## config.mk

```make
export PLATFORM = sky130hd
export DESIGN_NAME = sar_frame_ctrl
export DESIGN_NICKNAME = d
export VERILOG_FILES = /design/src/sar_frame_pkg.sv /design/src/word_fifo.sv /design/src/sar_frame_ctrl.sv
export SDC_FILE = /design/constraint.sdc
export NUM_CORES = 1
export LEC_CHECK = 0
export ABC_AREA = 1
export BUFFER_PORTS_ARGS = -buffer_cell sky130_fd_sc_hd__buf_2
export CAP_MARGIN = 20
export CORE_MARGIN = 4
export CORE_UTILIZATION = 66
export CTS_BUF_LIST = sky130_fd_sc_hd__clkbuf_8 sky130_fd_sc_hd__clkbuf_16
export CTS_CLUSTER_SIZE = 25
export DETAILED_ROUTE_END_ITERATION = 6
export MAX_ROUTING_LAYER = met4
export PLACE_DENSITY_LB_ADDON = 0.05
export SLEW_MARGIN = 20
export SYNTH_ARGS = -nofsm -noshare
export SYNTH_HDL_FRONTEND = slang
export SYNTH_SLANG_ARGS = --single-unit
```

## constraint.sdc

```tcl
create_clock -name core_clk -period 6.83 [get_ports core_clk]
set_clock_uncertainty 0.05 [all_clocks]
set_input_delay 1.0245 -clock core_clk [delete_from_list [all_inputs] [get_ports core_clk]]
set_output_delay 1.0245 -clock core_clk [all_outputs]
set_load 0.01 [all_outputs]
```

## src/sar_frame_pkg.sv

```systemverilog
// Purpose: Shared constants for the serial-framed SAR converter control
// Assumes: Host SCLK far slower than core_clk (at least 4 cycles per phase)
// Notes:   Falling-edge counts are 1-based within one chip select frame
// Behaviour
// - One frame spans select fall to rise
// - Select fall samples input, starts conversion
// - After conversion reconnect inputs, track input
// - Host serial clock paces steps and shifting
// - First zero at select fall, then zero, result
// - Data low after fourteen falling edges
// - Select rise ends frame, output three-state
// - Result twelve bits, straight binary coding
// - Codes 000, 800, FFF at scale points
// - First frame after power-up calibrates, output low
// - Power-up calibration needs sixteen falling edges
// - Short power-up frame leaves correction unchanged
// - Hidden correction store cleared at power-up
// - Stored correction applied to later conversions
// - Calibration disconnects both analog inputs
// - Normal calibration from fall 17 to 32
// - Under 32 falls leaves correction unchanged
// - Only a power cycle restores calibration state
package sar_frame_pkg;

  localparam int          ADC_BITS              = 12;
  localparam int          FIFO_DEPTH            = 4;

  // Transfer characteristic anchor codes and correction reset value
  localparam logic [11:0] NEG_FULL_SCALE_CODE   = 12'h000;
  localparam logic [11:0] MID_SCALE_CODE        = 12'h800;
  localparam logic [11:0] POS_FULL_SCALE_CODE   = 12'hFFF;
  localparam logic [11:0] OFFSET_RESET          = 12'h000;

  // Step and falling-edge counts
  localparam logic [3:0]  SAR_STEPS             = 4'hC;
  localparam logic [5:0]  FIRST_DATA_FALL       = 6'h02;
  localparam logic [5:0]  LAST_DATA_FALL        = 6'h0D;
  localparam logic [5:0]  DATA_END_FALL         = 6'h0E;
  localparam logic [5:0]  PWRUP_CAL_FALLS       = 6'h10;
  localparam logic [5:0]  NORMAL_CAL_START_FALL = 6'h11;
  localparam logic [5:0]  NORMAL_CAL_END_FALL   = 6'h20;
  localparam logic [5:0]  FALL_COUNT_MAX        = 6'h3F;

  // Converter phase, Gray along acquire, convert, trail, calibrate
  typedef enum logic [1:0] {
    ACQUIRE = 2'h0,
    CONVERT = 2'h1,
    TRAIL   = 2'h3,
    CALIB   = 2'h2
  } phase_t;

endpackage

```

## src/word_fifo.sv

```systemverilog
// Purpose: Shifting FIFO for finished conversion words
// Assumes: Single clock, active-low asynchronous reset already synchronised
// Notes:   Head word and valid come straight from flip-flops
`timescale 1ns/1ps
module word_fifo #(
  parameter int WIDTH = 12,
  parameter int DEPTH = 4
) (
  // Clock and reset
  input  wire logic             clk,
  input  wire logic             rstN,
  // Fill side
  input  wire logic             inValid,
  input  wire logic [WIDTH-1:0] inData,
  output logic                  inReady,
  // Drain side
  output logic                  outValid,
  output logic      [WIDTH-1:0] outData,
  input  wire logic             outReady
);

  logic [DEPTH:0]   slotValid;
  logic [WIDTH-1:0] slotData [DEPTH+1];
  logic             pop;
  logic             push;

  assign slotValid[DEPTH] = 1'b0;
  assign slotData[DEPTH]  = '0;
  assign pop              = slotValid[0] & outReady;
  // No simultaneous pop-and-fill when full: simpler, costs one cycle
  assign inReady          = ~slotValid[DEPTH-1];
  assign push             = inValid & inReady;
  assign outValid         = slotValid[0];
  assign outData          = slotData[0];

  for (genvar i = 0; i < DEPTH; i++) begin : g_slot
    logic shV;
    logic shPrev;
    logic [WIDTH-1:0] shD;
    assign shV    = pop ? slotValid[i+1] : slotValid[i];
    assign shD    = pop ? slotData[i+1] : slotData[i];
    if (i == 0) begin : g_head
      assign shPrev = 1'b1;
    end else begin : g_body
      assign shPrev = pop ? slotValid[i] : slotValid[i-1];
    end
    always_ff @(posedge clk or negedge rstN) begin
      if (!rstN) begin
        slotValid[i] <= 1'b0;
        slotData[i]  <= '0;
      end else if (push && !shV && shPrev) begin
        slotValid[i] <= 1'b1;
        slotData[i]  <= inData;
      end else begin
        slotValid[i] <= shV;
        slotData[i]  <= shD;
      end
    end
  end

endmodule

```

## src/sar_frame_ctrl.sv

```systemverilog
// Purpose: Frame, successive-approximation and offset calibration control
// Assumes: csN, sclkPin and compAbove are asynchronous; nrst is power-on
// Notes:   Correction is applied to the trial level, so bits leave corrected
`timescale 1ns/1ps
module sar_frame_ctrl (
  // Clock and power-on reset
  input  wire logic        core_clk,
  input  wire logic        nrst,
  // Serial link pins
  input  wire logic        csN,
  input  wire logic        sclkPin,
  output logic             sdo,
  output logic             sdoOeN,
  // Analog front end
  input  wire logic        compAbove,
  output logic      [11:0] dacCode,
  output logic             sampleHold,
  output logic             calActive,
  // Parallel word side
  output logic      [11:0] wordData,
  output logic             wordValid,
  input  wire logic        wordReady
);

  logic [1:0]                   rstSync;
  logic                         rstN;
  logic [2:0]                   csPipe;
  logic [2:0]                   sclkPipe;
  logic [1:0]                   compPipe;
  logic                         csFall;
  logic                         csRise;
  logic                         sclkFall;
  logic                         frameActive;
  logic                         firstFrame;
  logic [5:0]                   fallCount;
  logic [5:0]                   nextFall;
  sar_frame_pkg::phase_t        state;
  sar_frame_pkg::phase_t        next_state;
  logic [11:0]                  sarCode;
  logic [11:0]                  next_sar;
  logic [3:0]                   stepCount;
  logic [3:0]                   next_step;
  logic                         commit;
  logic                         convDone;
  logic [11:0]                  offsetStore;
  logic [11:0]                  pendWord;
  logic                         pendValid;
  logic                         fifoReady;

  // Reset release through two flops
  always_ff @(posedge core_clk or negedge nrst) begin
    if (!nrst) begin
      rstSync <= 2'h0;
    end else begin
      rstSync <= {rstSync[0], 1'b1};
    end
  end
  assign rstN = rstSync[1];

  // Pin synchronisers; stage 0 feeds only stage 1
  always_ff @(posedge core_clk or negedge rstN) begin
    if (!rstN) begin
      csPipe   <= 3'h7;
      sclkPipe <= 3'h7;
      compPipe <= 2'h0;
    end else begin
      csPipe   <= {csPipe[1:0], csN};
      sclkPipe <= {sclkPipe[1:0], sclkPin};
      compPipe <= {compPipe[0], compAbove};
    end
  end

  assign csFall   = csPipe[2] & ~csPipe[1];
  assign csRise   = ~csPipe[2] & csPipe[1];
  assign sclkFall = sclkPipe[2] & ~sclkPipe[1] & frameActive & ~csRise;
  assign nextFall = (fallCount == sarframe_max()) ? fallCount : 6'(fallCount + 6'h01);

  function automatic logic [5:0] sarframe_max();
    return sar_frame_pkg::FALL_COUNT_MAX;
  endfunction

  // One decision: keep or drop the trial bit, then try the next one down
  function automatic logic [11:0] sar_step(input logic [11:0] code, input logic [3:0] steps,
                                           input logic above);
    logic [11:0] r;
    logic [3:0]  pos;
    r   = code;
    pos = 4'(4'hB - steps);
    r[pos] = above;
    if (pos != 4'h0) begin
      r[pos - 4'h1] = 1'b1;
    end
    return r;
  endfunction

  function automatic logic [11:0] sat_add(input logic [11:0] a, input logic [11:0] b);
    logic [12:0] s;
    s = {1'b0, a} + {1'b0, b};
    return s[12] ? sar_frame_pkg::POS_FULL_SCALE_CODE : s[11:0];
  endfunction

  always_ff @(posedge core_clk or negedge rstN) begin
    if (!rstN) begin
      frameActive <= 1'b0;
      fallCount   <= 6'h00;
    end else if (csFall) begin
      frameActive <= 1'b1;
      fallCount   <= 6'h00;
    end else if (csRise) begin
      frameActive <= 1'b0;
    end else if (sclkFall) begin
      fallCount   <= nextFall;
    end
  end

  always_ff @(posedge core_clk or negedge rstN) begin
    if (!rstN) begin
      firstFrame <= 1'b1;
    end else if (csRise) begin
      firstFrame <= 1'b0;
    end
  end

  always_comb begin
    next_state = state;
    next_sar   = sarCode;
    next_step  = stepCount;
    commit     = 1'b0;
    convDone   = 1'b0;
    if (csRise) begin
      next_state = sar_frame_pkg::ACQUIRE;
    end else if (csFall) begin
      next_sar   = sar_frame_pkg::MID_SCALE_CODE;
      next_step  = 4'h0;
      next_state = firstFrame ? sar_frame_pkg::CALIB : sar_frame_pkg::CONVERT;
    end else if (sclkFall) begin
      unique case (state)
        sar_frame_pkg::CONVERT: begin
          next_sar  = sar_step(sarCode, stepCount, compPipe[1]);
          next_step = 4'(stepCount + 4'h1);
          if (next_step == sar_frame_pkg::SAR_STEPS) begin
            next_state = sar_frame_pkg::TRAIL;
            convDone   = 1'b1;
          end
        end
        sar_frame_pkg::CALIB: begin
          if (stepCount != sar_frame_pkg::SAR_STEPS) begin
            next_sar  = sar_step(sarCode, stepCount, compPipe[1]);
            next_step = 4'(stepCount + 4'h1);
          end
          if (nextFall == (firstFrame ? sar_frame_pkg::PWRUP_CAL_FALLS
                                      : sar_frame_pkg::NORMAL_CAL_END_FALL)) begin
            commit     = 1'b1;
            next_state = sar_frame_pkg::TRAIL;
          end
        end
        sar_frame_pkg::TRAIL: begin
          if (!firstFrame && nextFall == sar_frame_pkg::NORMAL_CAL_START_FALL) begin
            next_state = sar_frame_pkg::CALIB;
            next_sar   = sar_frame_pkg::MID_SCALE_CODE;
            next_step  = 4'h0;
          end
        end
        sar_frame_pkg::ACQUIRE: begin
          next_state = state;
        end
      endcase
    end
  end

  always_ff @(posedge core_clk or negedge rstN) begin
    if (!rstN) begin
      state      <= sar_frame_pkg::ACQUIRE;
      sarCode    <= sar_frame_pkg::NEG_FULL_SCALE_CODE;
      stepCount  <= 4'h0;
      sampleHold <= 1'b0;
      calActive  <= 1'b0;
    end else begin
      state      <= next_state;
      sarCode    <= next_sar;
      stepCount  <= next_step;
      sampleHold <= (next_state == sar_frame_pkg::CONVERT) ||
                    (next_state == sar_frame_pkg::CALIB);
      calActive  <= next_state == sar_frame_pkg::CALIB;
    end
  end

  // only a completed calibration writes it
  always_ff @(posedge core_clk or negedge rstN) begin
    if (!rstN) begin
      offsetStore <= sar_frame_pkg::OFFSET_RESET;
    end else if (commit) begin
      offsetStore <= sarCode;
    end
  end

  // corrected trial level
  // Calibration measures the raw offset, so it never sees the correction
  always_ff @(posedge core_clk or negedge rstN) begin
    if (!rstN) begin
      dacCode <= sar_frame_pkg::MID_SCALE_CODE;
    end else if (state == sar_frame_pkg::CALIB) begin
      dacCode <= sarCode;
    end else begin
      dacCode <= sat_add(sarCode, offsetStore);
    end
  end

  always_ff @(posedge core_clk or negedge rstN) begin
    if (!rstN) begin
      sdo    <= 1'b0;
      sdoOeN <= 1'b1;
    end else if (csRise) begin
      sdo    <= 1'b0;
      sdoOeN <= 1'b1;
    end else if (csFall) begin
      sdo    <= 1'b0;
      sdoOeN <= 1'b0;
    end else if (sclkFall) begin
      if (!firstFrame && nextFall >= sar_frame_pkg::FIRST_DATA_FALL &&
          nextFall <= sar_frame_pkg::LAST_DATA_FALL) begin
        sdo <= sarCode[4'(sar_frame_pkg::LAST_DATA_FALL - nextFall)];
      end else begin
        sdo <= 1'b0;
      end
    end
  end

  // finished word waits for room; a new one overwrites a stuck one
  always_ff @(posedge core_clk or negedge rstN) begin
    if (!rstN) begin
      pendValid <= 1'b0;
      pendWord  <= sar_frame_pkg::NEG_FULL_SCALE_CODE;
    end else if (convDone) begin
      pendValid <= 1'b1;
      pendWord  <= next_sar;
    end else if (fifoReady) begin
      pendValid <= 1'b0;
    end
  end

  word_fifo #(
    .WIDTH (sar_frame_pkg::ADC_BITS),
    .DEPTH (sar_frame_pkg::FIFO_DEPTH)
  ) u_fifo (
    .clk      (core_clk),
    .rstN     (rstN),
    .inValid  (pendValid),
    .inData   (pendWord),
    .inReady  (fifoReady),
    .outValid (wordValid),
    .outData  (wordData),
    .outReady (wordReady)
  );
endmodule

```

# Word-level counts from Yosys, hierarchy flattened
# Index checks and enable logic that the tools add are counted.
[totals]
reg_bits = 129
in_bits = 6
output_inout_bits = 29
[op_classes]
addsub = 6
order_cmp = 7
n_eq_ne = 14
mux = 70
bitwise = 13
reduce_logical = 30
[ops]
columns = ["cell", "count"]
rows = [
  ["$mux W12", 16],
  ["$pmux W12 S3", 1],
  ["$mux W1", 31],
  ["$mux W6", 5],
  ["$mux W4", 4],
  ["$lt A4 B5 Y1 const B", 3],
  ["$mux W2", 7],
  ["$add A12 B12 Y13", 1],
  ["$bwmux W12", 1],
  ["$logic_and A1 B1 Y1", 12],
  ["$or A12 B12 Y12", 1],
  ["$pmux W4 S3", 1],
  ["$reduce_bool A2 Y1", 6],
  ["$demux W1 S4", 2],
  ["$ge A4 B1 Y1 const B", 2],
  ["$pmux W2 S4", 1],
  ["$reduce_bool A4 Y1", 2],
  ["$sub A4 B4 Y4 const A", 2],
  ["$and A1 B1 Y1", 7],
  ["$add A6 B1 Y6 const B", 1],
  ["$eq A2 B2 Y1 const B", 3],
  ["$eq A6 B5 Y1 const B", 1],
  ["$eq A6 B6 Y1", 1],
  ["$eq A6 B6 Y1 const B", 1],
  ["17 further kinds", 28],
]

# Logic depth before layout (Yosys ltp)
# Gate-level depths: netlist (run 1).
[depth]
ltp_word = 13
ltp_mapped = 18

# Hierarchy
# Synthesis (run 1) repeated with hierarchy kept, for this count alone.
[unflattened]
hier_cells = 926
area_unflattened_um2 = 7294.5
[by_module_without_submodules]
columns = ["module", "n_inst", "cells_each", "area_per_inst_um2", "seq_area_each_um2"]
rows = [
  ["sar_frame_ctrl", 1, 611, 4734.5, 1938.1],
  ["word_fifo", 1, 315, 2560.0, 1301.2],
]

# Least setup slack after synthesis (run 1)
# Ideal clock, no wire load.
[synth_path]
path_type = "input-to-reg"
startpoint = "input port wordReady"
endpoint = "register u_fifo.slotData[31] in the netlist's numbering"
setup_time_ns = 0.087
t_arrival_ns = 2.133
setup_slack_ns = 4.560
path_stages = 7
path_buffers = 1
path_cell_list = "nand2_1 -> mux2i_1 -> nor2_1 -> nand2_1 -> clkbuf_1 -> nand3_1 -> o211ai_1"
[synth_via]
elab_chain_cells = 6
elab_cells_between_ends = 8
classes_between = "mux: 3; bitwise: 1; reduce/logical: 4"
[synth_lines]
columns = ["element", "line", "source"]
rows = [
  ["from (decl)", "sar_frame_ctrl.sv:22", "input wire logic wordReady"],
  ["$and A1 B1 Y1 (*)", "word_fifo.sv:29", "assign pop = slotValid[0] & outReady;"],
  ["$mux W1", "word_fifo.sv:40", "assign shV = pop ? slotValid[i+1] : slotValid[i];"],
  ["$logic_not A1 Y1", "word_fifo.sv:51", "end else if (push && !shV && shPrev) begin"],
  ["$logic_and A1 B1 Y1 (2 in a row)", "word_fifo.sv:51", ""],
  ["$mux W12 or $reduce_bool A2 Y1 (tied branches)", "-", ""],
  ["to (signal, indexed assignment)", "word_fifo.sv:53", "slotData[i] <= inData;"],
  ["to (decl)", "word_fifo.sv:23", "logic [WIDTH-1:0] slotData [DEPTH+1];"],
]
# Every way passes the cells marked *; elsewhere a longest branch is shown, timed or not.
# A chain may end at the register's enable or synchronous reset.

# Worst setup path in the final report (run 1)
[layout_path]
startpoint = "register csPipe[2]"
endpoint = "register pendWord[1]"
[layout_via]
elab_chain_cells = 7
elab_cells_between_ends = 11
classes_between = "mux: 6; bitwise: 5"
[layout_lines]
columns = ["element", "line", "source"]
rows = [
  ["from (decl)", "sar_frame_ctrl.sv:27", "logic [2:0] csPipe;"],
  ["from (signal assigned)", "sar_frame_ctrl.sv:67", "csPipe <= {csPipe[1:0], csN};"],
  ["$not A1 Y1 (*)", "sar_frame_ctrl.sv:74", "assign csRise = ~csPipe[2] & csPipe[1];"],
  ["$and A1 B1 Y1 (*)", "sar_frame_ctrl.sv:74", ""],
  ["net csRise", "sar_frame_ctrl.sv:31", "logic csRise;"],
  ["$not A1 Y1 (no source line)", "-", ""],
  ["$and A1 B1 Y1", "sar_frame_ctrl.sv:75", "assign sclkFall = sclkPipe[2] & ~sclkPipe[1] & frameActive & ~csRise;"],
  ["$mux W12 or $mux W1 (tied branches)", "sar_frame_ctrl.sv:136", "end else if (sclkFall) begin"],
  ["$mux W12 or $mux W1 (tied branches)", "sar_frame_ctrl.sv:132", "end else if (csFall) begin"],
  ["$mux W12 or $mux W1 (tied branches)", "sar_frame_ctrl.sv:130", "if (csRise) begin"],
  ["to (signal assigned)", "sar_frame_ctrl.sv:233", "pendWord <= sar_frame_pkg::NEG_FULL_SCALE_CODE;"],
  ["to (signal assigned)", "sar_frame_ctrl.sv:236", "pendWord <= next_sar;"],
  ["to (decl)", "sar_frame_ctrl.sv:46", "logic [11:0] pendWord;"],
]
# The timed path passes the listed nets; every way through them passes the cells marked *.

==> results of run 1 <==
critical path: stages (launching register included):
cell and delay (ps):
dfstp_2 530, inv_1 70, ha_1 260, nor2_1 120, nand3_1 280, nor4_2 950, inv_1 480, nand2_1 190
nand2_1 70
per-stage QoR:
stage	setup slack [ps]	power, mW	cells	cell area (µm²)
4_1_cts	3280	1.84	1008	7790
2_1_floorplan	2940	0.893	840	6980
5_1_grt	3340	1.90	1010	7840
3_5_place_dp	2810	0.926	977	7200
6_report	3710	1.83	1010	7840
3_3_place_gp	3010	0.922	977	7200
synthesized netlist by cell type (2+ instances only):
cell	number	area, µm²
o21ai_0	68	340
xor2_1	8	70.1
o2111ai_1	2	17.5
dfstp_2	9	236
nor2_2	2	12.5
nand2_1	195	732
a21oi_1	24	120
a31oi_1	2	12.5
o21ai_1	16	80.1
o211ai_1	49	368
buf_2	3	15.0
nand4_1	7	43.8
clkbuf_1	29	109
inv_2	6	22.5
dfrtp_1	120	3000
inv_1	80	300
nor2_1	25	93.8
a21oi_2	2	17.5
nand2_2	3	18.8
o22ai_1	5	31.3
ha_1	31	388
nand3_1	110	551
buf_1	3	11.3
nand3b_1	2	15.0
xnor2_1	5	43.8
o21ai_2	11	96.3
a21o_1	2	15.0
nand3_2	4	40.0
nor3_1	2	10.0
final timing paths:
path / startpoint / to / slack (ps) / cells past startpoint
max: csPipe[2]$_DFF_PN1_ / pendWord[1]$_DFFE_PN0P_ / 3710 / 8
min: nrst / rstSync[1]$_DFF_PN0_ / 210 / 1
max reg2reg: csPipe[2]$_DFF_PN1_ / pendWord[1]$_DFFE_PN0P_ / 3710 / 8
min reg2reg: rstSync[1]$_DFF_PN0_ / u_fifo.slotData[32]$_DFFE_PN0P_ / 290 / 0
max in group asynchronous: rstSync[1]$_DFF_PN0_ / dacCode[11]$_DFF_PN1_ / 5320 / 2
min in group core_clk: compPipe[0]$_DFF_PN0_ / compPipe[1]$_DFF_PN0_ / 310 / 0
per-layer routing:
layer | up-vias | share of wire (%) | GRT usage [%]
li1 | 2898 | - | -
met1 | 2879 | 43 | 36.7
met2 | 185 | 49 | 45.4
met3 | 37 | 5.3 | 5.84
met4 | 0 | 2.5 | 11.7
met5 | - | 0 | -
logic make-up (layout without fill, tap and decap cells):
kind of cell | Yosys count | in the layout
AO/OA/AOI/OAI | 187 | 187
other | 1 | 1
adder cells (fa/ha/maj) | 32 | 32
XOR/XNOR | 15 | 15
buffers and inverters | 122 | 156
multiplexers | 1 | 1
flip-flops | 129 | 129
AND/OR/NAND/NOR | 353 | 353
area by class of cell:
cell class,count,area (µm²),share of cell area [%]
Inverter,86,323,4.12
Clock inverter,12,156,1.99
Sequential cell,129,3240,41.3
Clock buffer,19,442,5.63
Multi-Input combinational cell,589,3270,41.7
Tap cell,136,170,2.17
Timing Repair Buffer,39,235,3.00
registers in the layout, summed over array words and instances, names as in the netlist, 3 cells and up:
register,count
u_fifo.slotData,36
pendWord,12
stepCount,4
csPipe,3
sarCode,12
dacCode,12
fallCount,6
u_fifo.slotValid,3
offsetStore,12
sclkPipe,3
u_fifo.outData,12
layout by cell type, fill, tap and decap left out, types with 3 or more instances in the layout:
cell / instances
nor2_2: 3
dfstp_2: 9
o21ai_2: 11
o22ai_1: 5
nand4_1: 7
bufinv_16: 3
inv_2: 7
o211ai_1: 49
dfrtp_1: 119
clkbuf_16: 16
inv_1: 79
buf_2: 34
clkinvlp_4: 4
o21ai_0: 68
nand2_1: 193
nand3_2: 4
nor2_1: 24
xnor2_1: 5
nand3_1: 110
o21ai_1: 16
nand2_2: 5
ha_1: 31
buf_4: 3
a21oi_1: 24
clkbuf_8: 3
xor2_1: 8
power breakdown:
group          total [mW]  switching [mW]  internal, mW  leakage (nW)
Sequential          0.807          0.0199         0.787          1.74
Combinational       0.112          0.0801        0.0323          1.72
Clock               0.913           0.338         0.574         0.283
Total                1.83           0.438          1.39          3.75
==> parameters.txt, run 1 <==
Parameter                              Value

Run status
  Run status    finished, final reports clean

Cells and area
  Layout overhead on the synthesized area    12.4%
  Antenna cell count    0
  Fraction of the core area covered by cells at the end of the flow    between 70% and 80%
  Share of post-route cells with drive strength above 1    13.4%
  Number of nets in the layout    900
  Filler cell count in the final layout    ~750

Power and ir drop
  Worst IR drop on VDD    approximately 220 µV
  Power per Cell Area    around 230 mW/mm²
  Leakage    between 3 and 4 nW

Clocking
  Clock net sink count    approximately 130
  Number of setup buffers added after CTS    0
  H-tree levels    4
  Total CTS buffers    17
  CTS Root Buffer Type    clkbuf_8
  Number of buffers on the longest clock path    2
  Clock transition at the registers of the reported paths    ~60 ps
  Quantity of gates resized following cts    0
  Insertion delay to the later sink of the worst-skew pair    between 500 and 600 ps
  Hold-fix buffers, CTS    0
  Clock tree from TritonCTS    done

STA
  Peak clock frequency supported by timing    321 MHz
  Hold slack final    just over 200 ps
  Count of final setup violators    0
  Worst-case headroom to the max-slew limit    31.9%
  Max-slew violations    0
  Total count of hold-check failures in the final report    0
  Final total negative setup slack    0 ps
  Transition time of the tightest slew-check pin    1010 ps
  Period minus WS final    3120 ps
  Period Utilization, post-route    a little under half
  RSZ-0062 raised after global routing    no

Floorplanning
  Floorplan core area    0.0103 mm²
  Core Rows    37
  I/O pins    35
  X dimension of the die    between 100 and 150 µm
  Starting density of the core    between 60 and 70%
  Die Y-Extent    between 100 and 150 µm
  Overall die area    ~0.012 mm²

Critical path
  Crit. End Element    flop
  Maximum fanout along the worst path    13
  Required time worst endpoint    a little over 7000 ps
  Type of origin of the critical path    flop
  WP data arrival    3490 ps
  Type of the setup path with the least slack    flop to flop

Synth
  Number of enable-type register cells in the synthesized netlist    0
  Area fraction in and, or, nand and nor cells after synthesis    22.2%
  Dominant combinational cell family by area after synthesis    simple AND/OR/NAND/NOR gates
  Flop and latch count out of synthesis    ~130
  Area fraction in compound gates after synthesis    between 10% and 20%
  Fraction of registers with async set/reset    100%
  Multiplexer fraction of the synthesized cell area    0.143%
  Adder and majority gate portion of the synthesized area    under 10%
  Total standard cell area after synthesis    roughly 0.0070 mm²
  Register area share after synthesis    between 40% and 50%
  Primary FF master, synth    dfrtp_1
  Synth Net Count    slightly below 900
  Post-synthesis xor/xnor area fraction    about 2.1%
  Count of different cell masters after synthesis    44
  YS warnings    0
  Synthesized instance count    840
  Mean Syn Cell Area    8.30 µm²

Drt
  # DRC    0
  Iteration count of the initial detailed-routing pass    5
  Wirelength per Cell    around 16 µm
  Routed vias/inst    around 5.9
  DRC marker count from the first detailed-route iteration    ~710
  Routed via count    between 5k and 6k
  Number of antenna-violating nets in the routed design    0
  Routed Wire Length    ~16 mm

Worst hold path
  Min-Delay Path Class    primary input to async pin

Global route
  Via count of the first global-routing pass    between 5k and 6k
  Leftover overflow at the end of global routing    0
  Maximum number of pins on one net before global-route repair    81
  Wire length of the first global-routing pass    about 28 mm
  Overall fraction of global-route tracks in use    28.8%
  Number of antenna violations at the first check in global routing    0

Place
  DP HPWL    about 11 mm
  Count of port buffers added during placement    34
  GP Congestion    0.951

Job
  Count of maximum capacitance violations    0
(Power assumes the default switching activity.)
==> run 2, diff against run 1 <==
ABC_AREA = 0   (was 1)
CORE_UTILIZATION = 62   (was 66)
clock period = 3 ns   (was 6.83 ns; I/O delays follow)
==> run 2 against run 1 <==
Compared with the run above: first-iteration DRC count up 18%; critical path depth up 1; clock power up 110%; utilization down 4.3 points; sequential share of layout area down 3.8 points; combinational power rose to 4.0 times the previous value; synthesized area up 9.7%; critical path type unchanged; critical endpoint is now sarCode[2]$_DFF_PN0_; largest power group unchanged.
==> parameters.txt, run 2 <==
Parameter                              Value

Power and ir drop
  Leakage    around 4.3 nW
  Share of total power in sequential cells    between 40% and 50%
  Net load switching power    1.11 mW
  Internal power summed over all cells    between 3 and 4 mW
  Power per Cell Area    491 mW/mm²
  Net switching share of the total power    between 20% and 30%
  Relative contribution of combinational cells to total power    10.5%
  Total power of the final layout    4.25 mW
  Proportion of power drawn by the clock network    between 40% and 50%
  Worst IR drop on VDD    490 µV

Critical path
  Worst reg-to-reg setup slack    around 180 ps
  Required time worst endpoint    3240 ps
  WP data arrival    around 3100 ps
  Maximum fanout along the worst path    13
  Type of the setup path with the least slack    flop to flop
  Crit. End Element    flop
  Reg2Reg Depth    9
  Type of origin of the critical path    flop

Cells and area
  Antenna cell count    0
  Fraction of the core area covered by cells at the end of the flow    about 70%
  Layout overhead on the synthesized area    13.0%
  Number of nets in the layout    882
  Share of post-route cells with drive strength above 1    between 10% and 20%
  Final cell count without fillers    between 1k and 1.5k
  Final std cell area, no fill    just under 0.009 mm²
  Flip-flop count of the largest register, all copies and words added    36
  Filler cell count in the final layout    935
  Commonest non-fill, non-tap cell in the layout    dfrtp_1
  Most frequent cells in the layout    dfrtp_1, nand2_1, o21ai_0
  Reg with most FFs    u_fifo.slotData

Global route
  Wire length of the first global-routing pass    32.7 mm
  Via count of the first global-routing pass    6210
  Maximum number of pins on one net before global-route repair    46
  Leftover overflow at the end of global routing    0
  Overall fraction of global-route tracks in use    between 20 and 30%
  Number of antenna violations at the first check in global routing    0

Drt
  Uppermost layer routed    met4
  Total length of routed met2 wires    9.27 mm
  Routed via count    6582
  Routed Wire Length    roughly 20 mm
  DRC marker count from the first detailed-route iteration    832
  Met3 routed wirelength    between 1 and 1.5 mm
  Routed vias/inst    roughly 6.4
  Iteration count of the initial detailed-routing pass    5
  # DRC    0
  Number of antenna-violating nets in the routed design    0
  Wirelength per Cell    around 19 µm
  Metal1 wirelength    between 8 and 9 mm

Clocking
  Clock tree from TritonCTS    done
  Number of setup buffers added after CTS    0
  Number of buffers on the longest clock path    2
  H-tree levels    4
  Clock transition at the registers of the reported paths    60 ps
  Total CTS buffers    17
  Clock net sink count    129
  CTS Root Buffer Type    clkbuf_16
  Insertion delay to the later sink of the worst-skew pair    roughly 420 ps

Job
  Count of maximum capacitance violations    0

Synth
  Count leader, synth    dfrtp_1
  Count of different cell masters after synthesis    80
  Synthesized instance count    slightly above 800
  List of most frequent post-synthesis cells    dfrtp_1, nand2_1, o21ai_0
  Register area share after synthesis    a little over two fifths
  YS warnings    0
  Flop and latch count out of synthesis    129
  Post-synth top area share    39.2%
  Mean Syn Cell Area    approximately 9.5 µm²
  Post-synth top area cell    dfrtp_1
  Synth Net Count    around 850
  Cell types occupying the most area after synthesis    dfrtp_1, mux2i_1, nand2_1
  Total standard cell area after synthesis    around 0.0077 mm²
  Fraction of registers with async set/reset    100%
  Number of enable-type register cells in the synthesized netlist    0
  Primary FF master, synth    dfrtp_1

STA
  Count of final setup violators    0
  Max-slew violations    0
  Final total negative setup slack    0 ps
  Total count of hold-check failures in the final report    0
  Period minus WS final    ~2800 ps
  Peak clock frequency supported by timing    355 MHz
  Period Utilization, post-route    a little over nine tenths
  Transition time of the tightest slew-check pin    between 900 and 1000 ps
  RSZ-0062 raised after global routing    no
  Worst-case headroom to the max-slew limit    between 30% and 40%

Floorplanning
  Overall die area    approximately 0.014 mm²
  Starting density of the core    around 63%
  Floorplan core area    0.0121 mm²
  Core Rows    40
  Die Y-Extent    roughly 120 µm
  X dimension of the die    approximately 120 µm
  I/O pins    35

Place
  Count of port buffers added during placement    34
  GP Congestion    roughly 0.98
  DP HPWL    around 14 mm
  DP Area    slightly above 0.008 mm²
  Number of cells after detailed placement    approximately 990

Run status
  Run status    finished, final reports clean

Worst hold path
  Min-Delay Path Depth    1
  Min-Delay Path Class    primary input to flop
-- run 2: worst max-delay path, stage by stage, from the launching register on --
cell	delay, ps
dfrtp_1	580
inv_1	120
ha_1	390
a21bo_2	260
nand2_1	80
a21oi_1	320
nor3_1	100
a2111oi_1	510
buf_4	200
o21ai_0	80
-- run 2: worst paths after layout --
path,start,to
max,stepCount[2]$_DFFE_PN0P_,sarCode[2]$_DFF_PN0_
max reg2reg,stepCount[2]$_DFFE_PN0P_,sarCode[2]$_DFF_PN0_
min,csN,csPipe[0]$_DFF_PN1_
max in group asynchronous,rstSync[1]$_DFF_PN0_,sclkPipe[2]$_DFF_PN1_
min reg2reg,rstSync[1]$_DFF_PN0_,u_fifo.slotData[35]$_DFFE_PN0P_
min in group asynchronous,rstSync[1]$_DFF_PN0_,u_fifo.slotData[35]$_DFFE_PN0P_
-- run 2: kinds of logic after synthesis --
family                     count (synthesis)  share of synthesized area (%)
AOI/OAI and AO/OA                        234                           20.3
xor gates and xnor gates                   8                          0.916
adders and majority gates                 32                           5.33
buffers and inverters                     74                           4.33
DFF                                      129                           42.3
muxes                                     68                           9.70
other                                      1                         0.0490
and+or+nand+nor                          262                           17.1
-- run 2: timing repair --
| item | 4_1_cts | 5_1_grt |
|---|---|---|
| hold endpoints to repair | 2 | 0 |
| setup endpoints to repair | 0 | 2 |
| hold buffers | 1 | 0 |
| gates resized for setup | 0 | 1 |
-- run 2: final cells by class --
| type | count | area (µm²) | share of cell area, % |
|---|---|---|---|
| Inverter | 19 | 71.3 | 0.825 |
| Clock buffer | 19 | 453 | 5.24 |
| Multi-Input combinational cell | 605 | 4080 | 47.3 |
| Sequential cell | 129 | 3240 | 37.5 |
| Tap cell | 168 | 210 | 2.43 |
| Clock inverter | 13 | 110 | 1.27 |
| Timing Repair Buffer | 72 | 470 | 5.44 |
-- run 2: power by group through the flow --
stage / sequential (mW) / clock (mW) / combinational (mW)
after CTS: 1.84 / 1.97 / 0.437
final: 1.84 / 1.96 / 0.446
after floorplan: 1.88 / 0 / 0.273
after global routing: 1.85 / 2.07 / 0.487
after global placement: 1.87 / 0 / 0.423
after detailed placement: 1.87 / 0 / 0.433
-- run 2: stage by stage --
stage / hold WS (ps) / worst slack, ps
global placement: 184 / 229
global route: 60.7 / 44.8
finish: 70.1 / 180
floorplan: 104 / 560
CTS: 66.4 / 170
detailed placement: 187 / 196
-- run 2: metal layers --
layer,track usage (%),vias to the layer above
met5,-,-
met4,7.75,0
met3,5.70,40
met2,45.0,280
met1,40.8,3230
li1,-,3032
